==> src/hdl/uvb_pkg.sv <==
// Constants for the ULPI vendor register bank
package uvb_pkg;
    // Register addresses (6-bit immediate range)
    localparam logic [5:0] UVB_ADDR_TXAMP = 6'h31;
    localparam logic [5:0] UVB_ADDR_AUDIO = 6'h33;
    localparam logic [5:0] UVB_ADDR_IDC_WR = 6'h36;
    localparam logic [5:0] UVB_ADDR_IDC_SET = 6'h37;
    localparam logic [5:0] UVB_ADDR_IDC_CLR = 6'h38;
    localparam logic [5:0] UVB_ADDR_PWR_WR = 6'h39;
    localparam logic [5:0] UVB_ADDR_PWR_SET = 6'h3a;
    localparam logic [5:0] UVB_ADDR_PWR_CLR = 6'h3b;
    localparam logic [5:0] UVB_IMM_MAX = 6'h3f;
    localparam logic [5:0] UVB_EXT_ESCAPE = 6'h2f;
    // Field positions
    localparam int UVB_TXAMP_LSB = 5;
    localparam int UVB_IDC_DONE_BIT = 3;
    localparam int UVB_IDC_GO_BIT = 4;
    localparam int UVB_IDC_RSV_BIT = 5;
    localparam int UVB_IDC_IEN_BIT = 6;
    localparam int UVB_PWR_SWAP_BIT = 1;
    localparam int UVB_PWR_SREG_LSB = 2;
    localparam int UVB_PWR_PUP_BIT = 4;
    localparam int UVB_PWR_PUM_BIT = 5;
    localparam int UVB_PWR_NREG_LSB = 6;
    // Writable masks
    localparam logic [7:0] UVB_TXAMP_MASK = 8'h60;
    localparam logic [7:0] UVB_AUDIO_MASK = 8'h0f;
    localparam logic [7:0] UVB_IDC_WMASK = 8'h70;
    localparam logic [7:0] UVB_PWR_MASK = 8'hfe;
    // Reset values
    localparam logic [1:0] UVB_TXAMP_RST = 2'h0;
    localparam logic [3:0] UVB_AUDIO_RST = 4'h0;
    localparam logic [7:0] UVB_PWR_RST = 8'h04;
    // Audio mode key
    localparam logic [3:0] UVB_AUDIO_KEY = 4'ha;
    // Regulator encoding, shared by both level fields, and the reserved amplitude code
    localparam logic [1:0] UVB_REG_3V3 = 2'h0;
    localparam logic [1:0] UVB_AMP_RSV = 2'h1;
    // Conversion time
    localparam int UVB_CLK_MHZ = 50;
    localparam int UVB_CONV_US = 282;
    localparam int UVB_CONV_CYC = UVB_CONV_US * UVB_CLK_MHZ;
    // Bus operation codes
    typedef enum logic [3:0] {
        UVB_OP_IDLE = 4'b0001,
        UVB_OP_WRITE = 4'b0010,
        UVB_OP_SET = 4'b0100,
        UVB_OP_CLEAR = 4'b1000
    } uvb_op_t;
endpackage : uvb_pkg

==> src/hdl/uvb_conv_timer.sv <==
// Conversion timer: counts a measurement and reports its end
`timescale 1ns/1ns
module uvb_conv_timer
    import uvb_pkg::*;
#(
    parameter int CONV_CYCLES = UVB_CONV_CYC
) (
    input wire logic mclk_i,
    input wire logic rst_i,
    input wire logic ce_i,
    input wire logic start_i,
    output logic busy_o,
    output logic done_o
);
    logic [15:0] cnt_q;

    always_ff @(posedge mclk_i or posedge rst_i) begin
        if (rst_i) begin
            cnt_q <= 16'h0000;
            busy_o <= 1'b0;
            done_o <= 1'b0;
        end else if (ce_i) begin
            done_o <= 1'b0;
            // Start is still high in the cycle done shows; without this the bit would relaunch
            if (start_i && !busy_o && !done_o) begin
                busy_o <= 1'b1;
                cnt_q <= 16'(CONV_CYCLES - 1);
            end else if (busy_o) begin
                if (cnt_q == 16'h0000) begin
                    busy_o <= 1'b0;
                    done_o <= 1'b1;
                end else begin
                    cnt_q <= cnt_q - 16'h0001;
                end
            end
        end
    end
endmodule : uvb_conv_timer

==> src/hdl/uvb_bank.sv <==
// ULPI vendor register bank with conversion control and power management
// What this block does
// - Immediate registers answer identically at immediate and extended addresses.
// - Vendor registers sit at 30h-3Fh and use ordinary immediate reads and writes.
// - Two-bit amplitude: 00 nominal default, 10 +7.4 percent, 11 +3.7, 01 reserved.
// - Headset audio mode is on only while the key field equals 1010.
// - Three-bit resistor code reports the converter's measured result.
// - Done flag sets when a conversion ends; a conversion lasts 282 us.
// - Reading the conversion register clears the done flag.
// - Reading the code through the carkit status path leaves done unchanged.
// - Writing or setting the start bit launches a resistance measurement.
// - Start bit clears itself when the conversion completes.
// - With enable set, done raises the alternate interrupt indication.
// - Effective enable is this enable ORed with the carkit enable.
// - Line exchange swaps DP and DM, UART included; speakers untouched.
// - Serial regulator level applies entering UART with transmit enable; default 01.
// - Audio mode forces the regulator to 3.3V.
// - Charger pull-ups on bits 4 and 5, forced on in UART mode.
// - Normal regulator level applies in USB modes; default 00 meaning 3.3V.
// - Power register reads at 39h-3Bh, write 39h, set 3Ah, clear 3Bh.
`timescale 1ns/1ns
module uvb_bank
    import uvb_pkg::*;
#(
    parameter int CONV_CYCLES = UVB_CONV_CYC
) (
    input wire logic mclk_i,
    input wire logic rst_i,
    input wire logic ce_i,
    input wire logic reg_wr_i,
    input wire logic reg_rd_i,
    input wire logic reg_ext_i,
    input wire logic [7:0] reg_addr_i,
    input wire logic [7:0] reg_wdata_i,
    input wire logic carkit_rd_i,
    input wire logic carkit_irq_enable_i,
    input wire logic uart_mode_i,
    input wire logic serial_transmit_enable_i,
    input wire logic [2:0] conv_code_i,
    output logic [7:0] reg_rdata_o,
    output logic reg_rvalid_o,
    output logic [1:0] tx_amplitude_o,
    output logic headset_audio_on_o,
    output logic id_measure_busy_o,
    output logic id_alt_int_o,
    output logic [2:0] carkit_code_o,
    output logic carkit_done_o,
    output logic line_exchange_o,
    output logic charger_pullup_plus_o,
    output logic charger_pullup_minus_o,
    output logic [1:0] regulated_supply_level_o
);
    // Fold an extended address onto the immediate map
    function automatic logic [5:0] uvb_map(input logic ext, input logic [7:0] a);
        uvb_map = a[5:0];
        if (ext && a > {2'b00, UVB_IMM_MAX}) begin
            uvb_map = UVB_EXT_ESCAPE;
        end
    endfunction : uvb_map

    // Classify a triple-address register access
    function automatic uvb_op_t uvb_triple(input logic [5:0] a, input logic [5:0] base);
        if (a == base) begin
            uvb_triple = UVB_OP_WRITE;
        end else if (a == base + 6'h01) begin
            uvb_triple = UVB_OP_SET;
        end else if (a == base + 6'h02) begin
            uvb_triple = UVB_OP_CLEAR;
        end else begin
            uvb_triple = UVB_OP_IDLE;
        end
    endfunction : uvb_triple

    function automatic logic [7:0] uvb_apply(input uvb_op_t op, input logic [7:0] cur,
                                             input logic [7:0] d, input logic [7:0] m);
        case (op)
            UVB_OP_WRITE: uvb_apply = d & m;
            UVB_OP_SET: uvb_apply = (cur | d) & m;
            UVB_OP_CLEAR: uvb_apply = cur & ~d & m;
            default: uvb_apply = cur;
        endcase
    endfunction : uvb_apply

    logic [5:0] addr;
    logic [1:0] txamp_q;
    logic [3:0] audio_key_q;
    logic [2:0] code_q;
    logic done_q;
    logic go_q;
    logic rsv5_q;
    logic ien_q;
    logic [7:0] pwr_q;
    logic [7:0] idc_view;
    logic [7:0] rdata_d;
    logic conv_done;
    logic conv_busy;
    logic done_rise;
    logic ien_eff;
    logic audio_on;
    uvb_op_t idc_op;
    uvb_op_t pwr_op;
    logic [7:0] idc_next;
    logic idc_rd;

    assign addr = uvb_map(reg_ext_i, reg_addr_i);
    assign idc_op = reg_wr_i ? uvb_triple(addr, UVB_ADDR_IDC_WR) : UVB_OP_IDLE;
    assign pwr_op = reg_wr_i ? uvb_triple(addr, UVB_ADDR_PWR_WR) : UVB_OP_IDLE;
    assign idc_view = {1'b0, ien_q, rsv5_q, go_q, done_q, code_q};
    assign idc_next = uvb_apply(idc_op, idc_view, reg_wdata_i, UVB_IDC_WMASK | 8'h40);
    assign idc_rd = reg_rd_i && uvb_triple(addr, UVB_ADDR_IDC_WR) != UVB_OP_IDLE;
    assign audio_on = audio_key_q == UVB_AUDIO_KEY;
    assign ien_eff = ien_q | carkit_irq_enable_i;
    assign done_rise = conv_done;

    uvb_conv_timer #(
        .CONV_CYCLES(CONV_CYCLES)
    ) u_timer (
        .mclk_i(mclk_i),
        .rst_i(rst_i),
        .ce_i(ce_i),
        .start_i(go_q),
        .busy_o(conv_busy),
        .done_o(conv_done)
    );

    // Simple read/write registers
    always_ff @(posedge mclk_i or posedge rst_i) begin
        if (rst_i) begin
            txamp_q <= UVB_TXAMP_RST;
            audio_key_q <= UVB_AUDIO_RST;
        end else if (ce_i && reg_wr_i) begin
            if (addr == UVB_ADDR_TXAMP) begin
                txamp_q <= reg_wdata_i[UVB_TXAMP_LSB +: 2];
            end
            if (addr == UVB_ADDR_AUDIO) begin
                audio_key_q <= reg_wdata_i[3:0];
            end
        end
    end

    // Conversion register; completion wins over a software write or set of go
    always_ff @(posedge mclk_i or posedge rst_i) begin
        if (rst_i) begin
            go_q <= 1'b0;
            rsv5_q <= 1'b0;
            ien_q <= 1'b0;
            code_q <= 3'h0;
            done_q <= 1'b0;
        end else if (ce_i) begin
            if (idc_op != UVB_OP_IDLE) begin
                go_q <= idc_next[UVB_IDC_GO_BIT];
                rsv5_q <= idc_next[UVB_IDC_RSV_BIT];
                ien_q <= idc_next[UVB_IDC_IEN_BIT];
            end
            if (conv_done) begin
                go_q <= 1'b0;
                code_q <= conv_code_i;
                done_q <= 1'b1;
            end else if (idc_rd) begin
                done_q <= 1'b0;
            end
        end
    end

    // Power management register
    always_ff @(posedge mclk_i or posedge rst_i) begin
        if (rst_i) begin
            pwr_q <= UVB_PWR_RST;
        end else if (ce_i) begin
            pwr_q <= uvb_apply(pwr_op, pwr_q, reg_wdata_i, UVB_PWR_MASK);
        end
    end

    // Read data; carkit path never touches done
    always_comb begin
        rdata_d = 8'h00;
        case (addr)
            UVB_ADDR_TXAMP: rdata_d = {1'b0, txamp_q, 5'h00};
            UVB_ADDR_AUDIO: rdata_d = {4'h0, audio_key_q};
            UVB_ADDR_IDC_WR, UVB_ADDR_IDC_SET, UVB_ADDR_IDC_CLR: rdata_d = idc_view;
            UVB_ADDR_PWR_WR, UVB_ADDR_PWR_SET, UVB_ADDR_PWR_CLR: rdata_d = pwr_q;
            default: rdata_d = 8'h00;
        endcase
    end

    always_ff @(posedge mclk_i or posedge rst_i) begin
        if (rst_i) begin
            reg_rdata_o <= 8'h00;
            reg_rvalid_o <= 1'b0;
            carkit_code_o <= 3'h0;
            carkit_done_o <= 1'b0;
        end else if (ce_i) begin
            reg_rvalid_o <= reg_rd_i;
            if (reg_rd_i) begin
                reg_rdata_o <= rdata_d;
            end
            carkit_code_o <= code_q;
            carkit_done_o <= done_q;
        end
    end

    // Interrupt indication and analog controls
    always_ff @(posedge mclk_i or posedge rst_i) begin
        if (rst_i) begin
            id_alt_int_o <= 1'b0;
            tx_amplitude_o <= UVB_TXAMP_RST;
            headset_audio_on_o <= 1'b0;
            id_measure_busy_o <= 1'b0;
            line_exchange_o <= 1'b0;
            charger_pullup_plus_o <= 1'b0;
            charger_pullup_minus_o <= 1'b0;
            regulated_supply_level_o <= UVB_REG_3V3;
        end else if (ce_i) begin
            id_alt_int_o <= done_rise && ien_eff;
            // Reserved amplitude code falls back to nominal drive
            tx_amplitude_o <= (txamp_q == UVB_AMP_RSV) ? UVB_TXAMP_RST : txamp_q;
            headset_audio_on_o <= audio_on;
            id_measure_busy_o <= conv_busy;
            line_exchange_o <= pwr_q[UVB_PWR_SWAP_BIT];
            charger_pullup_plus_o <= pwr_q[UVB_PWR_PUP_BIT] | uart_mode_i;
            charger_pullup_minus_o <= pwr_q[UVB_PWR_PUM_BIT] | uart_mode_i;
            if (audio_on) begin
                regulated_supply_level_o <= UVB_REG_3V3;
            end else if (uart_mode_i && serial_transmit_enable_i) begin
                regulated_supply_level_o <= pwr_q[UVB_PWR_SREG_LSB +: 2];
            end else if (!uart_mode_i) begin
                regulated_supply_level_o <= pwr_q[UVB_PWR_NREG_LSB +: 2];
            end
        end
    end
endmodule : uvb_bank

==> config.mk <==
export PLATFORM = sky130hd
export DESIGN_NAME = uvb_bank
export DESIGN_NICKNAME = d
export VERILOG_FILES = /design/src/hdl/uvb_pkg.sv /design/src/hdl/uvb_conv_timer.sv /design/src/hdl/uvb_bank.sv
export SDC_FILE = /design/constraint.sdc
export NUM_CORES = 1
export LEC_CHECK = 0
export BUFFER_PORTS_ARGS = -buffer_cell sky130_fd_sc_hd__buf_2
export CAP_MARGIN = 20
export CORE_MARGIN = 4
export CORE_UTILIZATION = 35
export CTS_BUF_LIST = sky130_fd_sc_hd__clkbuf_8 sky130_fd_sc_hd__clkbuf_16
export DETAILED_ROUTE_END_ITERATION = 6
export HOLD_SLACK_MARGIN = 0.06
export PLACE_DENSITY = 0.52
export SLEW_MARGIN = 20
export SYNTH_ARGS = -nofsm -noshare
export SYNTH_HDL_FRONTEND = slang
export SYNTH_SLANG_ARGS = --single-unit
==> constraint.sdc <==
create_clock -name mclk_i -period 2.91 [get_ports mclk_i]
set_clock_uncertainty 0.15 [all_clocks]
set_input_delay 0 -clock mclk_i [delete_from_list [all_inputs] [get_ports mclk_i]]
set_output_delay 0 -clock mclk_i [all_outputs]
set_load 0.01 [all_outputs]
==> reports/qor.csv, run 1 <==
stage,metric,value,unit
die,row count,33,
drt,post-route ant nets,0,
sta,fin crit share,0.879,
sta,RSZ-0062 raised after global routing,no,
outcome,status,completed,
place,I/O Buffers,50,
synth,largest cells by area after synthesis,"dfrtp_1, mux2_2, o21ai_0, nand2_1, o311ai_1",
place,Post-Place Worst Slack,0.373,ns
clocking,post-CTS setup buffers,0,
clocking,CTS Buffer Depth,2,
global_routing,vias in the first global route,2769,
die,initial core utilization,0.366,
cells_and_area,ant diodes,0,
worst_setup_path,CP Data Arrival Time,2.67,ns
global_routing,first-pass GRT wire length,13600,um
pwr,Leakage,1.74,nW
worst_setup_path,critical path peak fanout,8,
drt,drt total wl,8000,um
clocking,htree depth,3,
clocking,clock sinks,61,
synth,Synth Register Bits,61,
synth,Synth top area share,0.489,
global_routing,largest net degree at the start of global routing,62,
sta,actual slew at the worst max-slew pin,0.807,ns
clocking,CTS tree,built,
drt,WL per Instance,15.9,um
sta,Period minus WS final,2.56,ns
sta,Final WS setup,0.353,ns
sta,Peak Freq,391,MHz
synth,sequential cell area fraction in the yosys report,0.498,
synth,predominant post-synthesis flop cell,dfrtp_1,
synth,Yosys warnings,0,
drt,Vias,2720,
global_routing,total gr overflow,0,
die,Die Wd,102,um
die,io pins,52,
synth,Yosys cell types,47,
sta,TNS Setup,0,ns
die,chip height,102,um
global_routing,initial antenna violation count,0,
synth,Mapped Nets,343,
die,Die ar.,10300,um2
drt,number of detailed-route iterations in the first pass,4,
cells_and_area,share of layout cells above drive strength 1,0.224,
global_routing,Tot GR Track Use,0.170,
hold_path,Hold Path Class,input port to flip-flop,
pwr,Max VDD drop,325,uV
drt,iteration-0 DRC count of the detailed router,97,
sta,Slew headroom,0.462,
worst_setup_path,Worst setup EP type,flip-flop,
place,GPL Wtd Cong,0.857,
worst_setup_path,CP Class,flip-flop to flip-flop,
drt,DRC,0,
cells_and_area,Layout area overhead,28.0,%
synth,"Avg Cell Area, Syn",9.80,um2
clocking,CTS resizes,0,
place,DPL Wire Length,5600,um
worst_setup_path,critical path data required time,3.02,ns
synth,"Async S/R FF share, synth",1.00,
synth,Syn Std Cell Area,3070,um2
sta,Slew Limit Fails,0,
synth,most frequent cell after synthesis,dfrtp_1,
cells_and_area,Layout Utilization,0.469,
sta,endpoints failing setup,0,
clocking,CTS Root Cell,clkbuf_8,
place,Placed Cells,457,
sta,Final Hold Fails,0,
clocking,Num CTS Buffers,9,
die,Core ar.,8380,um2
synth,Synth top cells by count,"dfrtp_1, nand2_1, o21ai_0",
synth,post-synthesis cell count,313,
pwr,pwr/cell area,571,nW/um2
clocking,clk_lat worst skew,0.34,ns
worst_setup_path,crit path launch type,flip-flop,
synth,Yosys top cell by area,dfrtp_1,
clocking,"CTS clk-pin slew, worst paths",0.07,ns
job,Max Cap Violations,0,
cells_and_area,nets,423,
synth,Post-synth EDFFs,0,
cells_and_area,final non-filler cell total,503,
drt,Avg Vias per Cell,5.41,
[sequential cells by signal, indices dropped and copies added (netlist names), 2 cells and up]
register / flops
carkit_code_o: 3
u_timer.cnt_q: 16
tx_amplitude_o: 2
audio_key_q: 4
code_q: 3
reg_rdata_o: 8
regulated_supply_level_o: 2
pwr_q: 7
txamp_q: 2
[worst max-delay path, stage by stage, from the launching register on]
cell and delay [ns]:
dfrtp_1 0.43, or4_1 0.68, or4_1 0.59, nor4_1 0.40
mux2i_1 0.24
[metal layers]
| layer | vias to the layer above | track usage | part of all wire |
|---|---|---|---|
| met5 | - | 0 | 0 |
| met4 | 0 | 0.0644 | 0.0099 |
| met3 | 6 | 0.0441 | 0.044 |
| met2 | 65 | 0.265 | 0.47 |
| met1 | 1315 | 0.226 | 0.48 |
| li1 | 1334 | - | - |
[placed cells by master, fill, tap and decap left out, types with 9 or more instances in the layout]
| cell | n |
|---|---|
| buf_2 | 50 |
| clkbuf_8 | 9 |
| dfrtp_1 | 60 |
| dlygate4sd3_1 | 30 |
| inv_1 | 19 |
| mux2_2 | 16 |
| nand2_1 | 29 |
| nand4_1 | 11 |
| nor2_1 | 18 |
| nor4_1 | 10 |
| o21ai_0 | 25 |
[report_power, final]
part / internal, W / leakage, nW / switching [W] / total [W]
sequential: 0.000955 / 0.766 / 0.000101 / 0.00106
clock: 0.000471 / 0.115 / 0.000325 / 0.000797
combinational: 0.000187 / 0.863 / 0.000204 / 0.000391
[timing repair]
item / 4_1_cts / 5_1_grt
setup endpoints to repair: 0 / 0
hold buffers: 30 / 0
endpoints found under the hold margin: 95 / 0
[final timing paths]
check,endpoint,slack (ns),cells past startpoint,from
worst max-delay path,u_timer.cnt_q[15]$_DFFE_PP0P_,0.35,4,u_timer.cnt_q[2]$_DFFE_PP0P_
worst min-delay path,pwr_q[5]$_DFFE_PP0P_,0.09,3,reg_addr_i[1]
min in group asynchronous,carkit_code_o[2]$_DFFE_PP0P_,0.28,4,rst_i
max in group asynchronous,audio_key_q[3]$_DFFE_PP0P_,1.78,4,rst_i
worst max register to register,u_timer.cnt_q[15]$_DFFE_PP0P_,0.35,4,u_timer.cnt_q[2]$_DFFE_PP0P_
worst min register to register,reg_rdata_o[2]$_DFFE_PP0P_,0.32,2,reg_rdata_o[2]$_DFFE_PP0P_
[kinds of logic (layout without fill, tap and decap cells)]
logic type / Yosys count / after routing / synth area share
adder cells (fa/ha/maj): 1 / 1 / 0.00408
AND/OR/NAND/NOR: 116 / 116 / 0.201
buffers and inverters: 33 / 118 / 0.0412
XOR/XNOR: 1 / 1 / 0.00286
multiplexers: 21 / 21 / 0.0750
AO/OA/AOI/OAI: 80 / 80 / 0.177
flip-flops: 61 / 61 / 0.498
[per-stage QoR]
step	area (um2)	hold WS, ns	total power, W
4_1_cts	3930	0.0788	0.00228
3_5_place_dp	3420	0.0872	0.00142
6_report	3930	0.0936	0.00224
3_3_place_gp	3420	0.0865	0.00141
2_1_floorplan	3070	-0.0508	0.00129
5_1_grt	3930	0.128	0.00238
[final cells by class]
type | count | area, um2
clock buffer | 9 | 124
tap | 105 | 131
multi-input combinational | 219 | 1410
inverter | 18 | 67.6
clock inverter | 7 | 82.6
sequential | 61 | 1530
fill | 798 | 4450
timing repair buffer | 84 | 581
Power figures use the tool's default switching activity.
==> inputs of run 2 (changes only) <==
--- a/config.mk
+++ b/config.mk
@@ -5,9 +5,10 @@
 export SDC_FILE = /design/constraint.sdc
 export NUM_CORES = 1
 export LEC_CHECK = 0
+export ABC_AREA = 0
 export BUFFER_PORTS_ARGS = -buffer_cell sky130_fd_sc_hd__buf_2
 export CAP_MARGIN = 20
-export CORE_MARGIN = 4
+export CORE_MARGIN = 5
 export CORE_UTILIZATION = 35
 export CTS_BUF_LIST = sky130_fd_sc_hd__clkbuf_8 sky130_fd_sc_hd__clkbuf_16
 export DETAILED_ROUTE_END_ITERATION = 6
==> run 2 against run 1 <==
Against the previous run: sequential power hardly changed; die area is 4.0% higher; cell area is 0.38% lower; largest cell class unchanged; non-clock buffer count is 4 lower; cell count is 0.20% lower; highest routed layer unchanged; total power is 2.2% higher; critical path type unchanged; via count is 0.51% higher.
==> reports/qor.csv, run 2 (same netlist as run 1, synthesis figures left out) <==
stage,metric,value,unit,change
drt,post-route ant nets,0,,unchanged
die,row count,34,,+3.0%
clocking,clock sinks,61,,unchanged
worst_setup_path,Worst setup EP type,flip-flop,,
worst_setup_path,critical path peak fanout,8,,unchanged
worst_setup_path,WP buf/inv,0,,unchanged
global_routing,first-pass GRT wire length,13900,um,+2.6%
clocking,Num CTS Buffers,9,,unchanged
place,DPL Wire Length,5850,um,+4.5%
worst_setup_path,Top delay family on crit path,simple AND/OR/NAND/NOR gates,,
cells_and_area,nets,419,,-0.95%
die,Die Wd,104,um,+2.0%
drt,Top Layer Used,met4,,
cells_and_area,final non-filler cell total,502,,-0.20%
outcome,status,completed,,
place,GPL Wtd Cong,0.811,,-5.3%
pwr,pwr/cell area,586,nW/um2,+2.6%
place,Post-Place Worst Slack,0.360,ns,-0.0134 ns
die,Die ar.,10700,um2,+4.0%
cells_and_area,FF/Latch Area,1530,um2,unchanged
clocking,post-CTS setup buffers,0,,unchanged
pwr,Leakage,1.73,nW,-0.97%
die,chip height,104,um,+2.0%
cells_and_area,ant diodes,0,,unchanged
drt,iteration-0 DRC count of the detailed router,128,,+32%
sta,Period minus WS final,2.58,ns,+0.0180 ns
sta,RSZ-0062 raised after global routing,no,,
sta,Slew Limit Fails,0,,unchanged
drt,Avg Vias per Cell,5.45,,+0.71%
cells_and_area,Layout area overhead,27.5,%,
clocking,CTS Root Cell,clkbuf_8,,
global_routing,vias in the first global route,2756,,-0.47%
drt,number of detailed-route iterations in the first pass,4,,unchanged
drt,metal3 WL,393,um,+11%
worst_setup_path,Most Frequent Cell on Critical Path,or4_1,,
worst_setup_path,FF-to-FF setup slack,0.33,ns,-0.02 ns
place,Placed Cells,459,,+0.44%
cells_and_area,share of layout cells above drive strength 1,0.226,,+0.00227
global_routing,initial antenna violation count,0,,unchanged
clocking,clk_lat worst skew,0.34,ns,about the same
clocking,htree depth,3,,unchanged
global_routing,total gr overflow,0,,unchanged
clocking,CTS tree,built,,
sta,Slew headroom,0.470,,+0.00761
sta,Final WS setup,0.335,ns,-0.0180 ns
drt,WL per Instance,16.3,um,+2.3%
sta,TNS Setup,0,ns,unchanged
sta,Peak Freq,388,MHz,-0.70%
drt,Vias,2734,,+0.51%
global_routing,largest net degree at the start of global routing,42,,-32%
cells_and_area,"commonest non-fill, non-tap cell in the layout",dfrtp_1,,
cells_and_area,most frequent cells in the layout,"dfrtp_1, buf_2, nand2_1",,
worst_setup_path,crit path cell chain,or4_1 -> or4_1 -> or4_1 -> nand3_1,,
sta,worst-case hold slack,0.0639,ns,-0.0298 ns
clocking,CTS Buffer Depth,2,,unchanged
drt,DR WL met2,3950,um,+5.4%
worst_setup_path,CP Data Arrival Time,2.69,ns,+0.02 ns
clocking,"CTS clk-pin slew, worst paths",0.07,ns,about the same
cells_and_area,Layout fillers,878,,+10%
drt,DRC,0,,unchanged
drt,met1 wire length,3760,um,-1.4%
sta,actual slew at the worst max-slew pin,0.793,ns,-0.0134 ns
worst_setup_path,CP Class,flip-flop to flip-flop,,
die,Core ar.,8640,um2,+3.0%
die,io pins,52,,unchanged
pwr,Max VDD drop,315,uV,-3.0%
worst_setup_path,critical path data required time,3.03,ns,about the same
place,I/O Buffers,50,,unchanged
die,initial core utilization,0.355,,-0.0108
cells_and_area,Top Registers,"u_timer.cnt_q x16, reg_rdata_o x8, pwr_q x7",,
worst_setup_path,CP max-delay cell,or4_1,,
global_routing,Tot GR Track Use,0.156,,-0.0142
sta,Final Hold Fails,0,,unchanged
cells_and_area,max FFs per register,16,,unchanged
drt,drt total wl,8170,um,+2.1%
sta,endpoints failing setup,0,,unchanged
job,Max Cap Violations,0,,unchanged
worst_setup_path,crit path launch type,flip-flop,,
sta,fin crit share,0.885,,+0.00620
cells_and_area,Biggest register,u_timer.cnt_q,,
worst_setup_path,largest stage delay on the critical path,0.68,ns,about the same
cells_and_area,multi-input logic area,1410,um2,unchanged
hold_path,Hold Path Class,input port to async pin,,
[run 2: repair_timing]
item,4_1_cts,5_1_grt
gates resized for setup,0,0
hold endpoints to repair,55,0
hold buffers,27,0
[run 2: report_power, final]
group | switching [W] | internal (W) | total, W
logic | 0.000201 | 0.000176 | 0.000377
registers | 0.000107 | 0.000955 | 0.00106
clock network | 0.000332 | 0.000523 | 0.000855
total | 0.000640 | 0.00165 | 0.00229
[run 2: final timing paths]
| path | to | startpoint | cells past startpoint |
|---|---|---|---|
| min in group mclk_i | audio_key_q[1]$_DFFE_PP0P_ | reg_addr_i[2] | 3 |
| setup / recovery | u_timer.cnt_q[13]$_DFFE_PP0P_ | u_timer.cnt_q[2]$_DFFE_PP0P_ | 4 |
| hold / removal | carkit_code_o[1]$_DFFE_PP0P_ | rst_i | 3 |
| hold reg to reg | reg_rdata_o[3]$_DFFE_PP0P_ | reg_rdata_o[3]$_DFFE_PP0P_ | 2 |
| max in group asynchronous | txamp_q[1]$_DFFE_PP0P_ | rst_i | 4 |
| setup reg to reg | u_timer.cnt_q[13]$_DFFE_PP0P_ | u_timer.cnt_q[2]$_DFFE_PP0P_ | 4 |
[run 2: cell type report]
class                   count  share of cell area
clock buffers              11              0.0387
clock inverters             5              0.0189
inverters                  18              0.0173
multi-input cells         219               0.361
flip-flops and latches     61               0.390
well taps                 108              0.0345
repair buffers             80               0.139
[run 2: stage by stage]
stage               instance area (um2)  utilization  power (W)
finish                             3910        0.453    0.00229
global route                       3910        0.453    0.00241
CTS                                3910        0.453    0.00232
detailed placement                 3420        0.396    0.00142
global placement                   3420        0.396    0.00141
floorplan                          3070            -    0.00129
[run 2: worst register-to-register path: stages, from the launching register on]
cell and delay [ns]:
dfrtp_1 0.43, or4_1 0.68, or4_1 0.61, or4_1 0.55, nand3_1 0.10
[run 2: layer usage]
| metal | GRT usage | vias up |
|---|---|---|
| met1 | 0.210 | 1335 |
| met3 | 0.0323 | 4 |
| met4 | 0.0487 | 0 |
| met2 | 0.250 | 71 |
| li1 | - | 1324 |
| met5 | 0 | - |
